$ cat config.mk
export PLATFORM = sky130hd
export DESIGN_NAME = gdm_core
export DESIGN_NICKNAME = d
export VERILOG_FILES = /design/src/gdm_pkg.sv /design/src/gdm_core.sv /design/src/gdm_sync.sv
export VERILOG_INCLUDE_DIRS = /design/src
export SDC_FILE = /design/constraint.sdc
export NUM_CORES = 1
export LEC_CHECK = 0
export ABC_AREA = 1
export BUFFER_PORTS_ARGS = -buffer_cell sky130_fd_sc_hd__buf_2
export CAP_MARGIN = 5
export CORE_MARGIN = 2
export CORE_UTILIZATION = 50
export DETAILED_ROUTE_END_ITERATION = 12
export MAX_ROUTING_LAYER = met4
export PLACE_DENSITY_LB_ADDON = 0.08
export REMOVE_ABC_BUFFERS = 1
export SLEW_MARGIN = 25
export SYNTH_ARGS = -nofsm -noshare
export SYNTH_HDL_FRONTEND = slang
export SYNTH_SLANG_ARGS = --single-unit
$ cat constraint.sdc
create_clock -name sys_clk -period 2.1 [get_ports sys_clk]
set_input_delay 0.315 -clock sys_clk [delete_from_list [all_inputs] [get_ports sys_clk]]
set_output_delay 0.315 -clock sys_clk [all_outputs]
set_load 0.005 [all_outputs]
$ cat src/gdm_cfg.svh
// Timing constants and fixed levels for the gate drive mode logic.
// Assumes a 40 MHz sys_clk; start, pulse and glitch counts derive from that rate, the rest are fixed cycles.
`ifndef GDM_CFG_SVH
`define GDM_CFG_SVH

`define GDM_CLK_HZ 40000000
`define GDM_FULL_START_US 40
`define GDM_PART_START_US 30
`define GDM_MIN_PULSE_NS 37
`define GDM_GLITCH_NS 5
`define GDM_MAX_FSW_HZ 1000000
// Least times round up to whole cycles
`define GDM_FULL_START_CYC \
  ((`GDM_FULL_START_US * (`GDM_CLK_HZ / 1000000)))
`define GDM_PART_START_CYC \
  ((`GDM_PART_START_US * (`GDM_CLK_HZ / 1000000)))
`define GDM_MIN_PULSE_CYC \
  ((`GDM_MIN_PULSE_NS * (`GDM_CLK_HZ / 1000000) + 999) / 1000)
`define GDM_GLITCH_CYC \
  (((`GDM_GLITCH_NS * (`GDM_CLK_HZ / 1000000) + 999) / 1000) < 1 ? 1 : \
   ((`GDM_GLITCH_NS * (`GDM_CLK_HZ / 1000000) + 999) / 1000))
`define GDM_NONOVL_CYC 2
`define GDM_BLANK_CYC 8
`define GDM_CFG_LOAD_CYC 4

`endif

$ cat src/gdm_pkg.sv
// Types for the gate drive mode logic.
// Assumes the three-level inputs are decoded by comparators upstream.
package gdm_pkg;

  typedef enum logic [1:0] {
    GDM_LVL_LOW,
    GDM_LVL_MID,
    GDM_LVL_HIGH
  } gdm_level_type;

  typedef enum logic [2:0] {
    GDM_ST_OFF,
    GDM_ST_SLEEP,
    GDM_ST_START,
    GDM_ST_RUN
  } gdm_power_type;

  typedef enum logic [2:0] {
    GDM_GT_IDLE,
    GDM_GT_HS_ON,
    GDM_GT_DEAD_LS,
    GDM_GT_LS_ON,
    GDM_GT_LS_BLANK,
    GDM_GT_LS_WAITZ,
    GDM_GT_DEAD_HS
  } gdm_gate_type;

  typedef struct packed {
    logic high_side_gate;
    logic low_side_gate;
  } gdm_gates_type;

  typedef struct packed {
    logic supply_ok;
    logic shutdown_bar;
    logic zero_cross;
  } gdm_status_type;

endpackage

$ cat src/gdm_core.sv
// Gate drive mode logic: power states, three-level decode, gate timing.
// Assumes PWM and mode select arrive as decoded levels on sys_clk.
//
// Functional notes
// (RULE1) Supply lockout holds gates off; 40 us then power-ready.
// (RULE2) Supply valid, shutdown low: sleep with both gates off.
// (RULE3) Leaving sleep takes 30 us to power-ready.
// (RULE4) Fuse configuration loads while sleeping.
// (RULE5) Gates follow PWM only with supply valid and shutdown high.
// (RULE6) Fault output held low until power-ready.
// (RULE7) Mode low: forced rectification; mid PWM turns both off.
// (RULE8) Mode high, PWM mid: high off, low on through blanking.
// (RULE9) After blanking, low side turns off on zero current.
// (RULE10) Mode mid, PWM low: low on, blanking, then zero-current off.
// (RULE11) Mode mid: PWM mid both off; PWM high high side on.
// (RULE12) Open mode select resolves to mid through a divider.
// (RULE13) Controller wanting device zero detection uses mode high or open.
// (RULE14) Controller toggles high/low for CCM, mid for DCM.
// (RULE15) Zero before blanking end: low side stays on until end.
// (RULE16) Blanking ends first: low side waits for zero current.
// (RULE17) Mid to low starts blanking; early mid waits for expiry.
// (RULE18) Short high pulses stretched to minimum 37 ns.
// (RULE19) High pulses under 5 ns are ignored.
// (RULE20) Supports PWM switching up to 1 MHz.
// (RULE21) PWM and mode arrive as decoded synchronous levels.
// (RULE22) Dead time and blanking are cycle parameters; no overlap.
`timescale 1ns/1ps
`include "gdm_cfg.svh"
module gdm_core (
  // Clock and reset
  input wire logic sys_clk,
  input wire logic arst_n,
  // Three-level commands, already decoded
  input wire gdm_pkg::gdm_level_type pwm_level, // RULE21
  input wire gdm_pkg::gdm_level_type zero_cross_mode_select,
  // Asynchronous status pins
  input wire logic supply_low_lockout,
  input wire logic shutdown_bar_input,
  input wire logic zero_current_turnoff,
  // Fuse configuration word
  input wire logic [7:0] fuse_data,
  // Outputs
  output gdm_pkg::gdm_gates_type gates,
  output logic fault_out,
  output logic fault_oe_n,
  output logic power_ready,
  output logic [7:0] fuse_config
);
  import gdm_pkg::*;

  localparam int FULL_CYC = `GDM_FULL_START_CYC;
  localparam int PART_CYC = `GDM_PART_START_CYC;
  localparam int MINP_CYC = `GDM_MIN_PULSE_CYC;
  localparam int GLITCH_CYC = `GDM_GLITCH_CYC;
  localparam int NONOVL_CYC = `GDM_NONOVL_CYC;
  // Dead time plus blanking stays far inside a 1 MHz switching period
  localparam int BLANK_CYC = `GDM_BLANK_CYC; // RULE20

  // ****************************************
  // Input synchronisation
  // ****************************************
  gdm_status_type raw_status;
  gdm_status_type sync_status;

  assign raw_status.supply_ok = ~supply_low_lockout;
  assign raw_status.shutdown_bar = shutdown_bar_input;
  assign raw_status.zero_cross = zero_current_turnoff;

  gdm_sync u_sync (
    .sys_clk(sys_clk),
    .arst_n(arst_n),
    .raw_in(raw_status),
    .sync_out(sync_status)
  );

  // ****************************************
  // State
  // ****************************************
  typedef struct packed {
    gdm_power_type pwr;
    logic from_sleep;
    logic [11:0] start_cnt;
    logic cfg_done;
    logic [7:0] cfg;
    gdm_gate_type gt;
    logic [7:0] dead_cnt;
    logic [7:0] blank_cnt;
    logic [7:0] on_cnt;
    logic [7:0] hi_cnt;
    logic blank_done;
    gdm_gates_type g;
  } gdm_core_state_type;

  gdm_core_state_type s_reg;
  gdm_core_state_type s_next;

  function automatic logic [7:0] sat_dec(input logic [7:0] v);
    sat_dec = (v == 8'h00) ? 8'h00 : v - 8'h01;
  endfunction

  logic enabled;
  logic hi_cmd;
  logic ls_cmd;
  logic zcd_mode;

  // ****************************************
  // Next-state logic
  // ****************************************
  always_comb begin
    s_next = s_reg;
    // Synced status gates the outputs at once, not a cycle after the state
    enabled = (s_reg.pwr == GDM_ST_RUN) && sync_status.supply_ok &&
              sync_status.shutdown_bar; // RULE5
    // High command counts only after it survives the glitch filter
    if (pwm_level == GDM_LVL_HIGH) begin
      s_next.hi_cnt = (s_reg.hi_cnt == 8'hff) ? 8'hff : s_reg.hi_cnt + 8'h01;
    end else begin
      s_next.hi_cnt = 8'h00;
    end
    hi_cmd = (pwm_level == GDM_LVL_HIGH) &&
             (s_reg.hi_cnt >= 8'(GLITCH_CYC - 1)); // RULE19
    // Which PWM levels demand the low side, by mode
    zcd_mode = 1'b0;
    ls_cmd = 1'b0;
    unique case (zero_cross_mode_select)
      GDM_LVL_LOW: begin
        ls_cmd = (pwm_level == GDM_LVL_LOW); // RULE7
      end
      GDM_LVL_HIGH: begin
        ls_cmd = (pwm_level != GDM_LVL_HIGH); // RULE8
        zcd_mode = (pwm_level == GDM_LVL_MID);
      end
      GDM_LVL_MID: begin
        // Open pin arrives as mid from the divider upstream
        ls_cmd = (pwm_level == GDM_LVL_LOW); // RULE10 RULE12
        zcd_mode = 1'b1;
      end
      default: begin
        ls_cmd = 1'b0;
      end
    endcase

    // Power sequencing
    unique case (s_reg.pwr)
      GDM_ST_OFF: begin
        s_next.start_cnt = 12'h000;
        if (sync_status.supply_ok) begin
          s_next.from_sleep = 1'b0;
          s_next.pwr = sync_status.shutdown_bar ? GDM_ST_START
                                                : GDM_ST_SLEEP;
        end
      end
      GDM_ST_SLEEP: begin
        s_next.from_sleep = 1'b1;
        s_next.start_cnt = 12'h000;
        if (!s_reg.cfg_done) begin
          s_next.cfg = fuse_data; // RULE4
          s_next.cfg_done = 1'b1;
        end
        if (!sync_status.supply_ok) begin
          s_next.pwr = GDM_ST_OFF;
        end else if (sync_status.shutdown_bar) begin
          s_next.pwr = GDM_ST_START;
        end
      end
      GDM_ST_START: begin
        s_next.start_cnt = s_reg.start_cnt + 12'h001;
        if (!sync_status.supply_ok) begin
          s_next.pwr = GDM_ST_OFF; // RULE1
        end else if (!sync_status.shutdown_bar) begin
          s_next.pwr = GDM_ST_SLEEP; // RULE2
        end else if ((s_reg.from_sleep &&
                      s_reg.start_cnt == 12'(PART_CYC - 1)) || // RULE3
                     (!s_reg.from_sleep &&
                      s_reg.start_cnt == 12'(FULL_CYC - 1))) begin // RULE1
          s_next.pwr = GDM_ST_RUN;
        end
      end
      GDM_ST_RUN: begin
        if (!sync_status.supply_ok) begin
          s_next.pwr = GDM_ST_OFF;
        end else if (!sync_status.shutdown_bar) begin
          s_next.pwr = GDM_ST_SLEEP;
        end
      end
      default: begin
        s_next.pwr = GDM_ST_OFF;
      end
    endcase

    // Gate sequencing; counters saturate at zero
    s_next.dead_cnt = sat_dec(s_reg.dead_cnt);
    s_next.on_cnt = sat_dec(s_reg.on_cnt);
    s_next.blank_cnt = sat_dec(s_reg.blank_cnt);
    unique case (s_reg.gt)
      GDM_GT_IDLE: begin
        if (hi_cmd) begin
          s_next.gt = GDM_GT_DEAD_HS;
          s_next.dead_cnt = 8'(NONOVL_CYC - 1);
        end else if (ls_cmd) begin
          s_next.gt = GDM_GT_DEAD_LS;
          s_next.dead_cnt = 8'(NONOVL_CYC - 1);
        end
      end
      GDM_GT_DEAD_HS: begin
        if (s_reg.dead_cnt == 8'h00) begin
          s_next.gt = GDM_GT_HS_ON;
          s_next.on_cnt = 8'(MINP_CYC - 1);
        end
      end
      GDM_GT_HS_ON: begin
        // Hold the high side until the minimum pulse is served
        if (!hi_cmd && s_reg.on_cnt == 8'h00) begin // RULE18
          s_next.gt = GDM_GT_DEAD_LS; // RULE22
          s_next.dead_cnt = 8'(NONOVL_CYC - 1);
        end
      end
      GDM_GT_DEAD_LS: begin
        if (hi_cmd) begin
          s_next.gt = GDM_GT_DEAD_HS;
        end else if (s_reg.dead_cnt == 8'h00) begin
          if (ls_cmd) begin
            s_next.gt = GDM_GT_LS_BLANK;
            s_next.blank_cnt = 8'(BLANK_CYC - 1);
          end else begin
            s_next.gt = GDM_GT_IDLE; // RULE7 RULE11
          end
        end
      end
      GDM_GT_LS_BLANK: begin
        if (hi_cmd) begin
          s_next.gt = GDM_GT_DEAD_HS;
          s_next.dead_cnt = 8'(NONOVL_CYC - 1);
        end else if (s_reg.blank_cnt == 8'h00) begin
          // Zero seen during blanking is ignored until expiry
          s_next.gt = GDM_GT_LS_ON; // RULE15 RULE17
        end
      end
      GDM_GT_LS_ON: begin
        if (hi_cmd) begin
          s_next.gt = GDM_GT_DEAD_HS;
          s_next.dead_cnt = 8'(NONOVL_CYC - 1);
        end else if (!ls_cmd && !zcd_mode) begin
          s_next.gt = GDM_GT_IDLE;
        end else if (zcd_mode || (zero_cross_mode_select == GDM_LVL_MID
                     && ls_cmd)) begin
          s_next.gt = GDM_GT_LS_WAITZ;
        end
      end
      GDM_GT_LS_WAITZ: begin
        if (hi_cmd) begin
          s_next.gt = GDM_GT_DEAD_HS;
          s_next.dead_cnt = 8'(NONOVL_CYC - 1);
        end else if (sync_status.zero_cross) begin
          s_next.gt = GDM_GT_IDLE; // RULE9 RULE16
        end else if (!ls_cmd) begin
          s_next.gt = GDM_GT_IDLE; // RULE11
        end
      end
      default: begin
        s_next.gt = GDM_GT_IDLE;
      end
    endcase
    if (!enabled) begin
      s_next.gt = GDM_GT_IDLE; // RULE2 RULE5
    end
    // A finished zero-current episode blocks re-entry until the command
    // moves on; a low command in mode high starts a fresh blanking
    if (s_next.gt == GDM_GT_IDLE && s_reg.gt == GDM_GT_LS_WAITZ) begin
      s_next.blank_done = 1'b1;
    end else if (!ls_cmd || (zero_cross_mode_select == GDM_LVL_HIGH &&
                 pwm_level == GDM_LVL_LOW)) begin
      s_next.blank_done = 1'b0; // RULE17
    end
    if (s_reg.gt == GDM_GT_IDLE && s_next.gt == GDM_GT_DEAD_LS &&
        s_reg.blank_done) begin
      s_next.gt = GDM_GT_IDLE; // RULE9
    end
    // Outputs registered; exclusive by construction
    s_next.g.high_side_gate = enabled && (s_next.gt == GDM_GT_HS_ON);
    s_next.g.low_side_gate = enabled && !s_next.g.high_side_gate &&
      ((s_next.gt == GDM_GT_LS_BLANK) || (s_next.gt == GDM_GT_LS_ON) ||
       (s_next.gt == GDM_GT_LS_WAITZ)); // RULE22
  end

  always_ff @(posedge sys_clk or negedge arst_n) begin
    if (!arst_n) begin
      s_reg <= '0;
    end else begin
      s_reg <= s_next;
    end
  end

  // ****************************************
  // Outputs
  // ****************************************
  assign gates = s_reg.g;
  assign power_ready = (s_reg.pwr == GDM_ST_RUN);
  // Open-drain style: drive low until ready, then release
  assign fault_out = 1'b0;
  assign fault_oe_n = (s_reg.pwr == GDM_ST_RUN); // RULE6
  assign fuse_config = s_reg.cfg;

  // ****************************************
  // Assertions
  // ****************************************
  a_no_overlap: assert property ( // RULE22
    @(posedge sys_clk) disable iff (!arst_n)
    !(gates.high_side_gate && gates.low_side_gate))
    else $error("Both gates on together");

  a_off_not_ready: assert property ( // RULE5
    @(posedge sys_clk) disable iff (!arst_n)
    !power_ready |-> !gates.high_side_gate && !gates.low_side_gate)
    else $error("Gate on while not ready");

  a_fault_low: assert property ( // RULE6
    @(posedge sys_clk) disable iff (!arst_n)
    !power_ready |-> !fault_oe_n)
    else $error("Fault pin released before ready");

  a_lockout_off: assert property ( // RULE1
    @(posedge sys_clk) disable iff (!arst_n)
    !sync_status.supply_ok |=> !power_ready)
    else $error("Ready during lockout");

  a_sleep_off: assert property ( // RULE2
    @(posedge sys_clk) disable iff (!arst_n)
    (sync_status.supply_ok && !sync_status.shutdown_bar) |=>
      !gates.high_side_gate && !gates.low_side_gate)
    else $error("Gate on in sleep");

  a_min_pulse: assert property ( // RULE18
    @(posedge sys_clk) disable iff (!arst_n)
    $rose(gates.high_side_gate) |-> gates.high_side_gate[*2])
    else $error("High pulse shorter than minimum");

  a_blank_hold: assert property ( // RULE15
    @(posedge sys_clk) disable iff (!arst_n)
    (s_reg.gt == GDM_GT_LS_BLANK && !hi_cmd && enabled) |=>
      gates.low_side_gate)
    else $error("Low side dropped during blanking");

  a_zero_off: assert property ( // RULE9
    @(posedge sys_clk) disable iff (!arst_n)
    (s_reg.gt == GDM_GT_LS_WAITZ && sync_status.zero_cross) |=>
      !gates.low_side_gate)
    else $error("Low side not off at zero current");

  a_start_time: assert property ( // RULE3
    @(posedge sys_clk) disable iff (!arst_n)
    $rose(power_ready) |-> $past(s_reg.start_cnt) ==
      (s_reg.from_sleep ? 12'(PART_CYC - 1) : 12'(FULL_CYC - 1)))
    else $error("Ready came too early");
endmodule

$ cat src/gdm_sync.sv
// Two-flop synchroniser for the asynchronous status inputs.
// Assumes inputs come straight from pins or analog comparators.
`timescale 1ns/1ps
module gdm_sync (
  // Clock and reset
  input wire logic sys_clk,
  input wire logic arst_n,
  // Raw and synchronised status
  input wire gdm_pkg::gdm_status_type raw_in,
  output gdm_pkg::gdm_status_type sync_out
);
  import gdm_pkg::*;

  typedef struct packed {
    gdm_status_type meta;
    gdm_status_type sync;
  } gdm_sync_state_type;

  gdm_sync_state_type state_reg;
  gdm_sync_state_type state_next;

  always_comb begin
    state_next.meta = raw_in;
    state_next.sync = state_reg.meta;
  end

  always_ff @(posedge sys_clk or negedge arst_n) begin
    if (!arst_n) begin
      state_reg <= '0;
    end else begin
      state_reg <= state_next;
    end
  end

  assign sync_out = state_reg.sync;
endmodule
Yosys cells after proc, flatten, opt, wreduce, memory -nomap -nowiden:

Index checks and enable logic that the tools add are counted.

* bits in read-only memories: 0
* memories kept: 0
* latch bits: 0
* memory bits (writable): 0
* flip-flop bits (word level): 69

* divide/modulo/power cells: 0
* multiply operators: 0
* muxes and demuxes: 47
* order comparisons: 1
* equal/unequal tests: 26
* shift operators: 0
* bitwise logic cells: 2
* add/subtract/negate cells: 5
* reductions and logical operators: 42

Operators with widths (number)
* $mux W8: 12
* $mux W3: 21
* $mux W11: 3
* $eq A12 B11 Y1 const B: 2
* $logic_not A8 Y1: 3
* $pmux W12 S2: 1
* $pmux W8 S3: 1
* $sub A8 B1 Y8 const B: 3
* $pmux W3 S7: 1
* $eq A3 B2 Y1 const B: 6
* $eq A3 B3 Y1 const B: 5
* $logic_and A1 B1 Y1: 15
* $add A12 B1 Y12 const B: 1
* $pmux W3 S4: 1
* $eq A3 B1 Y1 const B: 3
* $logic_not A3 Y1: 3
* $add A8 B1 Y8 const B: 1
* $eq A8 B8 Y1 const B: 1
* $ge A8 B1 Y1 const B: 1
* $ne A3 B3 Y1 const B: 2
* $pmux W1 S2: 3
* $reduce_bool A2 Y1: 3
* $logic_not A1 Y1: 5
* $logic_or A1 B1 Y1: 5
* other kinds (14): 21

Longest topological paths before layout:

* depth in word-level cells: 19
* depth in mapped cells: 15
* gate-level depth less buffers: 15

Modules after synthesis:

Synthesis repeated with hierarchy kept, for this count alone.

* cells, all modules: 377
* area, all modules: 3208.1 um^2

By module, submodules not included
* gdm_core: area an instance 3057.9 um^2, instances 1, cells an instance 371
* gdm_sync: area an instance 150.1 um^2, instances 1, cells an instance 6

Worst setup path before layout:

No wires, ideal clock.

* path type: reg2reg
* start: reg s_reg[27] in the netlist's numbering
* end: reg s_reg, in the netlist gates[0]
* arrival: 1.389 ns
* stages on the path, launching flop included: 13
* slack: 0.590 ns
* path buffers: 0
* setup time: 0.121 ns
* path through: dfrtp_1 -> inv_1 -> ha_1 -> inv_1 -> nor2_2 -> nand2_4 -> inv_2 -> nand3_2 -> and2_1 -> nand3_1 -> nor2_1 -> nor2_1 -> a21oi_1

RTL lines
* start, declared: RTL line gdm_core.sv:94 `gdm_core_state_type s_reg;`
* start signal, assigned: RTL line gdm_core.sv:290 `s_reg <= s_next;`

==> reports/results.tsv <==
stage	metric	value	unit
status	status	finished, final reports clean	
synth	largest family of logic cells by synthesized area	simple AND/OR/NAND/NOR gates	
clocking	clk sink count	60	
cells_and_area	number of flip-flops under the largest register name	44	
clocking	H-tree level count	3	
placed_design	Inst Count DP	487	
placed_design	Final Wtd Congestion	0.861	
drt	wire per inst	11.7	µm
synth	xor and xnor area share after synthesis	3.99	%
worst_hold_path	HP Class	in2reg	
sta	clock skew	0.00999	ns
floorplan	Starting Density	51.9	%
sta	Pins Over Slew Limit	0	
drt	DRC viols	0	
clocking	Clock transition at path regs	0.07	ns
drt	WL final	5.88	mm
synth	EDFF count, synth	0	
sta	Max Fclk	581	MHz
drt	via/cell ratio	4.86	
power	Switching Share	33.2	%
clocking	CTS Root Cell	clkbuf_8	
run	Max-Cap Viols	0	
cells_and_area	fraction of layout cells with a size suffix above 1	19.9	%
drt	Iter 0 DRT Violations	145	
placed_design	Post-DP HPWL	4.41	mm
synth	Unique masters post-synth	39	
global_route	gr usage total	19.2	%
sta	worst slew pin tran	0.549	ns
synth	synthesized-area fraction occupied by adder cells	3.80	%
synth	synthesized area per cell	8.36	µm²
synth	yosys warns	0	
worst_setup_path	Reg2Reg Setup Slack	0.38	ns
floorplan	core area	6350	µm²
power	Gate power share	28.4	%
floorplan	die area	7250	µm²
clocking	TritonCTS Buffers	9	
cells_and_area	Fillers	576	
power	internal power	2.62	mW
worst_setup_path	type of the worst setup path	reg2reg	
power	Clk pwr share	29.4	%
worst_setup_path	critical path data arrival time	1.99	ns
cells_and_area	Antenna Cells	0	
synth	Simple-Gate Fraction of Synth Area	25.9	%
synth	Synth Register Bits	60	
synth	Synth area leader	dfrtp_1	
synth	top_reg_cell synth	dfrtp_1	
power	leakage	1.87	nW
floorplan	io pins	30	
sta	unrepaired setup endpoints after global routing	no	
synth	Synth async-reset ratio	100	%
power	Flop pwr share	42.2	%
synth	Synth top area share	45.6	%
synth	top cells by area, synth	dfrtp_1 (46%), nand2_1 (7.3%), inv_1 (6.7%)	
synth	cell area after synthesis	3290	µm²
floorplan	chip height	85.2	µm
floorplan	Die X	85.2	µm
cells_and_area	post-route insts no fill	504	
placed_design	I/O Buffers	28	
sta	minimum clock period	1.72	ns
cells_and_area	synthesis-to-finish area growth	11.7	%
worst_setup_path	CP Launch Type	flop	
worst_setup_path	Worst Setup End Kind	flop	
worst_setup_path	critical path data required time	2.37	ns
clocking	CTS tree	yes	
sta	Worst slew margin	63.4	%
global_route	initial antenna violation count	0	
synth	mux contribution to synthesized area	2.73	%
sta	final worst-path cycle share	82.0	%
clocking	clock latency on the worst-skew pair	0.35	ns
floorplan	num rows	29	
sta	Fin Hold WS	0.0713	ns
worst_setup_path	Crit Path Max Fanout	5	
power	Max IR drop VDD	815	µV
synth	Post-Syn Instances	394	
synth	complex-gate fraction of the synthesized area	7.25	%
clocking	clock buffer depth	2	
drt	Post-DRT Antenna Nets	0	
sta	Hold Fails Final Rpt	0	
global_route	first-pass GRT wire length	10.6	mm
sta	# setup viols final	0	
global_route	total grt overflow	0	
drt	vias post-DR	2451	
power	Net Switching	1.30	mW
global_route	largest net degree at the start of global routing	24	
cells_and_area	NumNets Final	449	
drt	DR pass1 iterations	4	
power	Power Density	1070	nW/µm²
sta	setup TNS	0	ns
global_route	vias in the first global route	2437	
clocking	# Post-CTS Setup Buffers	0	
synth	sequential area share after synthesis	45.6	%
[worst paths after layout]
| kind | start | end | cells after the start |
|---|---|---|---|
| max | s_reg[27] | gates[0] | 12 |
| min in group asynchronous | arst_n | s_reg[14] | 2 |
| min reg2reg | u_sync.state_next[0] | u_sync.sync_out[0] | 0 |
| min | shutdown_bar_input | u_sync.state_next[1] | 1 |
| max reg2reg | s_reg[27] | gates[0] | 12 |
| max in group asynchronous | arst_n | s_reg[37] | 3 |
[power by group through the flow]
stage          registers [mW]  clock network (mW)  logic, mW
2_1_floorplan            1.65                   0      0.842
3_3_place_gp             1.68                   0       1.10
3_5_place_dp             1.68                   0       1.13
4_1_cts                  1.66                1.20       1.13
5_1_grt                  1.71                1.25       1.30
6_report                 1.66                1.15       1.11
[cell usage in the layout, fill, tap and decap left out, drive strengths merged, types with 9 or more instances in the layout]
master and n:
clkbuf 9, ha 10, nor2 60, dfrtp 60, o21ai 18, nand2 76
inv 66, nor3 13, a21oi 10, xor2 12, buf 30, nand3 25
[routing by layer]
metal	track usage, %	share of wire [%]	up-vias
met5	-	0	-
met3	4.09	3.5	12
li1	-	-	1275
met1	23.0	47	1121
met4	9.96	2.4	0
met2	30.5	47	43
[synthesized netlist by cell type, types with 8 or more instances]
master,n
nand2_1,64
dfrtp_1,60
inv_1,59
nor2_1,56
nand3_1,22
o21ai_0,16
buf_4,13
nor3_1,13
xor2_1,12
ha_1,10
a21oi_1,9
mux2_2,8
[cell type report]
type / count / area, µm² / share of cell area (%)
sequential: 60 / 1500 / 40.8
multi-input combinational: 254 / 1440 / 39.2
inverter: 66 / 249 / 6.77
timing repair buffer: 31 / 165 / 4.49
clock buffer: 9 / 124 / 3.37
clock inverter: 7 / 100 / 2.72
tap: 77 / 96.3 / 2.62
[through the flow]
step / area [µm²] / utilization (%) / setup WS [ns] / total power [mW]
final: 3680 / 57.9 / 0.379 / 3.93
after global routing: 3680 / 57.9 / 0.109 / 4.25
after CTS: 3680 / 57.9 / 0.369 / 3.99
after detailed placement: 3440 / 54.2 / 0.313 / 2.81
after global placement: 3440 / 54.2 / 0.303 / 2.78
after floorplan: 3190 / - / 0.590 / 2.50
[critical path, stage by stage (launching register included)]
cell	delay, ns
dfrtp_1	0.38
inv_1	0.10
ha_1	0.15
inv_1	0.04
nor2_2	0.16
nand2_4	0.09
nand2_1	0.07
nand3_1	0.06
nor2_1	0.17
nand2_1	0.08
o21bai_2	0.16
nor2_1	0.05
a21oi_1	0.12
[cell families (layout without fill, tap and decap cells)]
| kind of cell | after synthesis | count (layout) |
|---|---|---|
| buf+inv | 80 | 113 |
| flops | 60 | 60 |
| compound gates | 39 | 39 |
| xor+xnor | 15 | 15 |
| other cells | 1 | 1 |
| simple gates | 181 | 181 |
| mux | 8 | 8 |
| fa+ha+maj | 10 | 10 |
[repair_timing]
item,4_1_cts,5_1_grt
gates resized for setup,0,0
hold endpoints to repair,21,0
hold buffers,1,0
(Power assumes the default switching activity.)
